$ cat src/rtc_ctrl_regs.svh
// Register map, field positions, reset values and timing for the RTC control block.
// Assumes an APB slave with 32-bit words; register index times four is the byte address.
`ifndef RTC_CTRL_REGS_SVH
`define RTC_CTRL_REGS_SVH

// Register indices (byte address is index times four)
`define IDX_CONTROL_ZERO 20'hFFF9D
`define IDX_CONTROL_ONE 20'hFFF9E
`define IDX_STATUS 20'hFFFA0
`define IDX_MASK 20'hFFFA1
`define IDX_SECOND 20'hFFFA2
`define IDX_MINUTE 20'hFFFA3
`define IDX_HOUR 20'hFFFA4
`define IDX_DAY 20'hFFFA5

// Control zero fields
`define C0_RUN_BIT 7
`define C0_OE_BIT 5
`define C0_FMT_BIT 3
`define C0_PER_MSB 2
`define C0_PER_LSB 0
`define C0_WRITE_MASK 8'hAF
`define C0_RESET 8'h00
// Control one fields
`define C1_WAIT_BIT 0
`define C1_RESET 8'h00
// Status and mask
`define ST_EVENT_BIT 0
`define MASK_RESET 1'b1

// Time counter values (BCD)
`define BCD_ZERO 8'h00
`define BCD_ONE 8'h01
`define BCD_59 8'h59
`define BCD_23 8'h23
`define BCD_11 8'h11
`define BCD_12 8'h12
`define BCD_31 8'h31
`define PM_BIT 5
`define HOUR_RESET 8'h12
`define DAY_RESET 8'h01

// Timing
`define CLK_HZ 25000000
`define HALF_SEC_MS 500
`define HALF_SEC_CYCLES (`CLK_HZ / 1000 * `HALF_SEC_MS)

`endif

$ cat src/rtc_ctrl_pkg.sv
// Types shared by the RTC control block.
// Assumes nothing beyond a SystemVerilog compiler.
package rtc_ctrl_pkg;
  typedef logic [7:0] bcd_t;
  typedef logic [31:0] word_t;
  typedef enum logic [2:0] {
    PER_OFF = 3'b000,
    PER_HALF_SEC = 3'b001,
    PER_SECOND = 3'b010,
    PER_MINUTE = 3'b011,
    PER_HOUR = 3'b100,
    PER_DAY = 3'b101,
    PER_MONTH_A = 3'b110,
    PER_MONTH_B = 3'b111
  } period_sel_t;
endpackage

$ cat src/rtc_control_reg0_logic.sv
// RTC run control, 1 Hz pin, 12/24-hour time counting and constant-period interrupt.
// Assumes an APB master on pclk; all other inputs synchronous to pclk.
//
// Added by the designer: the APB interface to the registers.
`timescale 1ns/1ps
`include "rtc_ctrl_regs.svh"
`default_nettype none

module rtc_control_reg0_logic #(
  parameter int unsigned HALF_SEC_CYCLES = `HALF_SEC_CYCLES
) (
  // Clock and reset
  input wire logic pclk,
  input wire logic presetn,
  // APB slave
  input wire logic psel,
  input wire logic penable,
  input wire logic pwrite,
  input wire rtc_ctrl_pkg::word_t paddr,
  input wire rtc_ctrl_pkg::word_t pwdata,
  output rtc_ctrl_pkg::word_t prdata,
  output logic pready,
  output logic pslverr,
  // Pins and interrupt
  output logic one_hz_pin,
  output logic periodic_irq,
  output logic irq
);
  import rtc_ctrl_pkg::*;

  logic [7:0] ctrl0_q;
  logic wait_q;
  logic event_q;
  logic mask_q;
  bcd_t sec_q, min_q, hour_q, day_q;
  logic [23:0] half_cnt_q;
  logic phase_q;
  logic one_hz_q;
  logic pulse_q;
  word_t rdata_q;

  // Register index match; upper address bits must be clear
  function automatic logic hit(input word_t a, input logic [19:0] idx);
    return (a[31:22] == 10'h000) && (a[21:2] == idx) && (a[1:0] == 2'h0);
  endfunction

  // BCD increment of a two-digit value
  function automatic bcd_t bcd_inc(input bcd_t v);
    if (v[3:0] == 4'h9) begin
      return {v[7:4] + 4'h1, 4'h0};
    end
    return {v[7:4], v[3:0] + 4'h1};
  endfunction

  // Next hour in either format
  function automatic bcd_t hour_next(input bcd_t h, input logic fmt24);
    bcd_t low;
    low = {3'b000, h[4:0]};
    if (fmt24) begin
      return (h == `BCD_23) ? `BCD_ZERO : bcd_inc(h);
    end
    if (low == `BCD_11) begin
      return {2'b00, ~h[`PM_BIT], 5'h12};
    end
    if (low == `BCD_12) begin
      return {2'b00, h[`PM_BIT], 5'h01};
    end
    return {2'b00, h[`PM_BIT], 5'(bcd_inc(low))};
  endfunction

  // Field views
  logic run, oe, fmt24;
  period_sel_t per;
  assign run = ctrl0_q[`C0_RUN_BIT];
  assign oe = ctrl0_q[`C0_OE_BIT];
  assign fmt24 = ctrl0_q[`C0_FMT_BIT];
  assign per = period_sel_t'(ctrl0_q[`C0_PER_MSB:`C0_PER_LSB]);

  // Bus decode
  logic setup, acc, wr, rd, mapped;
  assign setup = psel && !penable;
  assign acc = psel && penable;
  assign wr = acc && pwrite;
  assign rd = acc && !pwrite;
  assign mapped = hit(paddr, `IDX_CONTROL_ZERO) || hit(paddr, `IDX_CONTROL_ONE) ||
                  hit(paddr, `IDX_STATUS) || hit(paddr, `IDX_MASK) || hit(paddr, `IDX_SECOND) ||
                  hit(paddr, `IDX_MINUTE) || hit(paddr, `IDX_HOUR) || hit(paddr, `IDX_DAY);

  // Zero-wait slave; unmapped accesses report an error
  assign pready = acc;
  assign pslverr = acc && !mapped;
  assign prdata = rdata_q;

  // Counting advances only when running and not held by counter wait
  logic counting;
  assign counting = run && !wait_q;

  // Timebase and carries
  logic half_tick, sec_tick, sec_wrap, min_wrap, hour_roll, day_roll;
  bcd_t hour_n, day_n;
  assign half_tick = counting && (half_cnt_q == 24'(HALF_SEC_CYCLES - 1));
  assign sec_tick = half_tick && phase_q;
  assign sec_wrap = (sec_q == `BCD_59);
  assign min_wrap = (min_q == `BCD_59);
  assign hour_roll = sec_tick && sec_wrap && min_wrap;
  assign hour_n = hour_next(hour_q, fmt24);
  // Midnight is 00H in 24-hour and 12H AM in 12-hour format
  assign day_roll = hour_roll && (fmt24 ? (hour_n == `BCD_ZERO) : (hour_n == `BCD_12));
  assign day_n = (day_q == `BCD_31) ? `BCD_ONE : bcd_inc(day_q);

  // Periodic source select
  logic fire;
  always_comb begin
    unique case (per)
      PER_OFF: fire = 1'b0;
      PER_HALF_SEC: fire = half_tick;
      PER_SECOND: fire = sec_tick;
      PER_MINUTE: fire = sec_tick && sec_wrap;
      PER_HOUR: fire = hour_roll;
      PER_DAY: fire = day_roll;
      PER_MONTH_A, PER_MONTH_B: fire = day_roll && (day_n == `BCD_ONE);
    endcase
  end

  // Control zero; reserved bits 4 and 6 are never stored
  always_ff @(posedge pclk or negedge presetn) begin
    if (!presetn) begin
      ctrl0_q <= `C0_RESET;
    end else if (wr && hit(paddr, `IDX_CONTROL_ZERO)) begin
      ctrl0_q <= pwdata[7:0] & `C0_WRITE_MASK;
    end
  end

  // Control one: counter wait
  always_ff @(posedge pclk or negedge presetn) begin
    if (!presetn) begin
      wait_q <= 1'(`C1_RESET);
    end else if (wr && hit(paddr, `IDX_CONTROL_ONE)) begin
      wait_q <= pwdata[`C1_WAIT_BIT];
    end
  end

  // Interrupt mask
  always_ff @(posedge pclk or negedge presetn) begin
    if (!presetn) begin
      mask_q <= `MASK_RESET;
    end else if (wr && hit(paddr, `IDX_MASK)) begin
      mask_q <= pwdata[`ST_EVENT_BIT];
    end
  end

  // Half-second divider; restarts whenever counting is held
  always_ff @(posedge pclk or negedge presetn) begin
    if (!presetn) begin
      half_cnt_q <= 24'h000000;
      phase_q <= 1'b0;
    end else if (!counting) begin
      half_cnt_q <= 24'h000000;
    end else if (half_tick) begin
      half_cnt_q <= 24'h000000;
      phase_q <= ~phase_q;
    end else begin
      half_cnt_q <= half_cnt_q + 24'h000001;
    end
  end

  // 1 Hz pin: one toggle per half second, low while stopped or disabled
  always_ff @(posedge pclk or negedge presetn) begin
    if (!presetn) begin
      one_hz_q <= 1'b0;
    end else if (!run || !oe) begin
      one_hz_q <= 1'b0;
    end else if (half_tick) begin
      one_hz_q <= ~one_hz_q;
    end
  end
  assign one_hz_pin = one_hz_q;

  // Time counters; a bus write wins over a tick in the same cycle
  always_ff @(posedge pclk or negedge presetn) begin
    if (!presetn) begin
      sec_q <= `BCD_ZERO;
      min_q <= `BCD_ZERO;
      hour_q <= `HOUR_RESET;
      day_q <= `DAY_RESET;
    end else if (wr && (hit(paddr, `IDX_SECOND) || hit(paddr, `IDX_MINUTE) ||
                        hit(paddr, `IDX_HOUR) || hit(paddr, `IDX_DAY))) begin
      if (hit(paddr, `IDX_SECOND)) sec_q <= pwdata[7:0];
      if (hit(paddr, `IDX_MINUTE)) min_q <= pwdata[7:0];
      if (hit(paddr, `IDX_HOUR)) hour_q <= pwdata[7:0];
      if (hit(paddr, `IDX_DAY)) day_q <= pwdata[7:0];
    end else if (sec_tick) begin
      sec_q <= sec_wrap ? `BCD_ZERO : bcd_inc(sec_q);
      if (sec_wrap) min_q <= min_wrap ? `BCD_ZERO : bcd_inc(min_q);
      if (hour_roll) hour_q <= hour_n;
      if (day_roll) day_q <= day_n;
    end
  end

  // One-cycle periodic request
  always_ff @(posedge pclk or negedge presetn) begin
    if (!presetn) begin
      pulse_q <= 1'b0;
    end else begin
      pulse_q <= fire;
    end
  end
  assign periodic_irq = pulse_q;

  // Sticky event flag, cleared by a status read; a new event wins
  always_ff @(posedge pclk or negedge presetn) begin
    if (!presetn) begin
      event_q <= 1'b0;
    end else if (fire) begin
      event_q <= 1'b1;
    end else if (rd && hit(paddr, `IDX_STATUS)) begin
      event_q <= 1'b0;
    end
  end
  assign irq = event_q && !mask_q;

  // Read data captured in the setup cycle so it is a flop in the access phase
  always_ff @(posedge pclk or negedge presetn) begin
    if (!presetn) begin
      rdata_q <= 32'h00000000;
    end else if (setup && !pwrite) begin
      rdata_q <= 32'h00000000;
      if (hit(paddr, `IDX_CONTROL_ZERO)) rdata_q[7:0] <= ctrl0_q;
      if (hit(paddr, `IDX_CONTROL_ONE)) rdata_q[`C1_WAIT_BIT] <= wait_q;
      // An event landing on the capture edge must be seen, or the clearing access would lose it
      if (hit(paddr, `IDX_STATUS)) rdata_q[`ST_EVENT_BIT] <= event_q || fire;
      if (hit(paddr, `IDX_MASK)) rdata_q[`ST_EVENT_BIT] <= mask_q;
      if (hit(paddr, `IDX_SECOND)) rdata_q[7:0] <= sec_q;
      if (hit(paddr, `IDX_MINUTE)) rdata_q[7:0] <= min_q;
      if (hit(paddr, `IDX_HOUR)) rdata_q[7:0] <= hour_q;
      if (hit(paddr, `IDX_DAY)) rdata_q[7:0] <= day_q;
    end
  end

endmodule

`default_nettype wire

$ cat config.mk
export PLATFORM = sky130hd
export DESIGN_NAME = rtc_control_reg0_logic
export DESIGN_NICKNAME = d
export VERILOG_FILES = /design/src/rtc_ctrl_pkg.sv /design/src/rtc_control_reg0_logic.sv
export VERILOG_INCLUDE_DIRS = /design/src /design/src/src
export SDC_FILE = /design/constraint.sdc
export NUM_CORES = 1
export LEC_CHECK = 0
export BUFFER_PORTS_ARGS = -buffer_cell sky130_fd_sc_hd__clkbuf_2
export CAP_MARGIN = 5
export CORE_MARGIN = 10
export CORE_UTILIZATION = 56
export CTS_CLUSTER_SIZE = 20
export DETAILED_ROUTE_END_ITERATION = 6
export PLACE_DENSITY = 0.92
export SETUP_SLACK_MARGIN = 0.05
export SLEW_MARGIN = 0
export SYNTH_ARGS = -nofsm -noshare
export SYNTH_HDL_FRONTEND = slang
export SYNTH_SLANG_ARGS = --single-unit
export TNS_END_PERCENT = 100
$ cat constraint.sdc
create_clock -name pclk -period 3.5 [get_ports pclk]
set_clock_uncertainty 0.1 [all_clocks]
set_input_delay 0 -clock pclk [delete_from_list [all_inputs] [get_ports pclk]]
set_output_delay 0 -clock pclk [all_outputs]
set_load 0.02 [all_outputs]
==> impl_results.md <==
- Port Buffer Count: 57
- Post-synth top flop: sky130_fd_sc_hd__dfrtp_1
- Max-Slew Margin vs Limit: 0.3538
- Launching element type of the critical path: flop
- CP Data Arrival Time: 3.26 ns
- Portion of the post-synthesis area used by sequential elements: 0.3756
- Setup TNS: 0 ns
- Count of different cell masters after synthesis: 73
- Final Max Tran Viols: 0
- Std cell rows: 34
- Aggregate global routing overflow: 0
- Max clock buf depth: 2
- Final setup violation count: 0
- Leak pwr: 2.380 nW
- DR WL/cell: 18.70 um
- Sum of routed wire length over all layers: 13.73 mm
- Most used standard cell by instance count after synthesis: sky130_fd_sc_hd__dfrtp_1
- Reg clk slew, reported paths: 0.08 ns
- Die Y-Extent: 115.2 um
- Number of buffers created by CTS: 9
- Final design utilization: 0.6482
- Number of DRC markers after the initial detailed-route iteration: 577
- WP data required: 3.62 ns
- Post-synthesis instance total: 561
- Iteration count of the initial detailed-routing pass: 5
- Share of post-route cells with drive strength above 1: 0.1853
- Antenna cell count: 0
- Count of max-cap constraint violations: 0
- Worst Tran Pin Value: 0.9693 ns
- Path category of the worst min-delay check: input port to flop
- Fin crit share: 0.8951
- Post-DP Area: 5351 um^2
- RSZ-0062 raised after global routing: no
- Maximum number of pins on one net before global-route repair: 77
- Cell taking the most area after synthesis: sky130_fd_sc_hd__dfrtp_1
- I/O pin cnt: 106
- Placer Congestion: 0.9603
- Final net count: 704
- Final Critical Period: 3.133 ns
- Global-route wire length before repair: 22.38 mm
- Post-route cell area: 5680 um^2
- FMAX: 319.2 MHz
- Count of nets left with antenna violations after detail routing: 0
- Core region area: 8763 um^2
- Vias in the first global route: 4668
- Peak fanout along the critical path: 15
- Horizontal extent of the die: 115.2 um
- Share of flip-flops with an asynchronous set or reset after synthesis: 1.000
- Final Hold Vio Count: 0
- Syn-to-layout area delta: 11.88%
- TritonCTS clock tree: done
- Number of synthesized register bits: 76
- Die Area: 13280 um^2
- Run status: complete, no violations
- Number of remaining DRC errors: 0
- Effective utilization at floorplan: 0.5794
- Via count normalized by instance count: 6.436
- Via count of the routed design: 4724
- Total Routing Usage GR: 0.2037
- Yosys warnings: 0
- Power density over the cells: 331.3 nW/um^2
- Half-perimeter wire length after detailed placement: 10.07 mm
- Initial antenna violation count: 0
- Number of enable-type register cells in the synthesized netlist: 0
- Total power after layout: 1.882 mW
- Worst VDD drop: 0.2983 mV
- Cell types with the highest counts after synthesis: sky130_fd_sc_hd__dfrtp_1, sky130_fd_sc_hd__nor2_1, sky130_fd_sc_hd__o21ai_0, sky130_fd_sc_hd__nand2_1, sky130_fd_sc_hd__nand3_1
- Mapped Area: 5077 um^2
- Total clock sinks: 76
- Clk root buf: sky130_fd_sc_hd__clkbuf_8
- Worst-skew pair later-pin latency: 0.36 ns
- Average instance area after synthesis: 9.051 um^2
- Synth area leaders: sky130_fd_sc_hd__dfrtp_1, sky130_fd_sc_hd__o21ai_0, sky130_fd_sc_hd__nor2_1, sky130_fd_sc_hd__buf_4, sky130_fd_sc_hd__ha_1
- CP endpoint kind: flop
- Setup CP Type: flop to flop
- Top-area cell type share of the netlist area: 0.3549
- CTS HTree Levels: 3
## worst paths after layout
kind	slack, ns	from	endpoint	cells past startpoint
min reg2reg	0.40	half_cnt_q[0]	half_cnt_q[0]	1
max	0.37	hour_q[5]	day_q[4]	8
max in group asynchronous	2.42	presetn	half_cnt_q[4]	2
min in group asynchronous	0.23	presetn	hour_q[3]	2
max reg2reg	0.37	hour_q[5]	day_q[4]	8
min	0.01	psel	event_q	4
## report_power, final
group / internal, mW / total [mW] / leakage (nW) / switching (mW)
clock network: 0.493 / 0.829 / 0.122 / 0.336
logic: 0.0495 / 0.152 / 1.27 / 0.103
registers: 0.892 / 0.900 / 0.984 / 0.00826
total: 1.43 / 1.88 / 2.38 / 0.448
## worst max-delay path, stage by stage (launching register included)
cell and delay (ns):
sky130_fd_sc_hd__dfrtp_1 0.51, sky130_fd_sc_hd__ha_1 0.20, sky130_fd_sc_hd__or3b_1 0.38, sky130_fd_sc_hd__nor4b_1 0.51
sky130_fd_sc_hd__o221a_2 0.30, sky130_fd_sc_hd__nand3_1 0.19, sky130_fd_sc_hd__o22a_1 0.47, sky130_fd_sc_hd__o21ai_0 0.24
sky130_fd_sc_hd__o21ai_0 0.10
## cell families after synthesis
| family | after synthesis | synth area share |
|---|---|---|
| flip-flops | 76 | 0.3756 |
| other | 1 | 0.0007386 |
| XOR/XNOR | 27 | 0.04657 |
| buffers and inverters | 59 | 0.06506 |
| AO/OA/AOI/OAI | 133 | 0.1658 |
| multiplexers | 21 | 0.04805 |
| adder cells (fa/ha/maj) | 14 | 0.03450 |
| AND/OR/NAND/NOR | 230 | 0.2637 |
## state kept, by name (all words and copies together), names as in the netlist
name,flops
phase_q,1
min_q,8
event_q,1
wait_q,1
prdata,8
mask_q,1
half_cnt_q,24
ctrl0_q,6
periodic_irq,1
hour_q,8
sec_q,8
day_q,8
one_hz_pin,1
## layout make-up
cell class              count  area (um^2)
flip-flops and latches     76         1907
clock buffers              10        137.6
multi-input cells         449         2932
repair buffers             69        397.9
inverters                  16        60.06
clock inverters             6        111.4
well taps                 108        135.1
fillers                   677         3083
## timing repair
action,CTS,global route
hold buffers,8,0
setup buffers,0,0
resized for setup,0,0
endpoints found under the hold margin,90,0
## per-layer routing
metal	global-route usage	part of all wire	vias up	routed length [um]
met1	0.2337	0.37	2303	5034
met5	0	0	-	0
li1	-	-	2151	-
met4	0.09488	0.031	0	430
met3	0.03802	0.077	48	1056
met2	0.3577	0.52	222	7203
## per-stage QoR
| stage | hold WS (ns) | std cells | worst slack, ns |
|---|---|---|---|
| after CTS | 0.01069 | 734 | 0.4559 |
| final | 0.01131 | 734 | 0.3672 |
| after detailed placement | 0.1054 | 710 | 0.4987 |
| after global routing | 0.02220 | 734 | 0.1737 |
| after global placement | 0.09783 | 710 | 0.5783 |
| after floorplan | -0.3956 | 584 | 0.8456 |
## cell usage in the layout (no fill, tap or decap), drive strengths merged, types with 18 or more instances in the layout
cell type / count
dfrtp: 72
o21ai: 59
conb: 24
mux2: 18
a21oi: 21
nor2: 54
nand2: 35
clkbuf: 66
nand3: 26
Power figures use the tool's default switching activity.
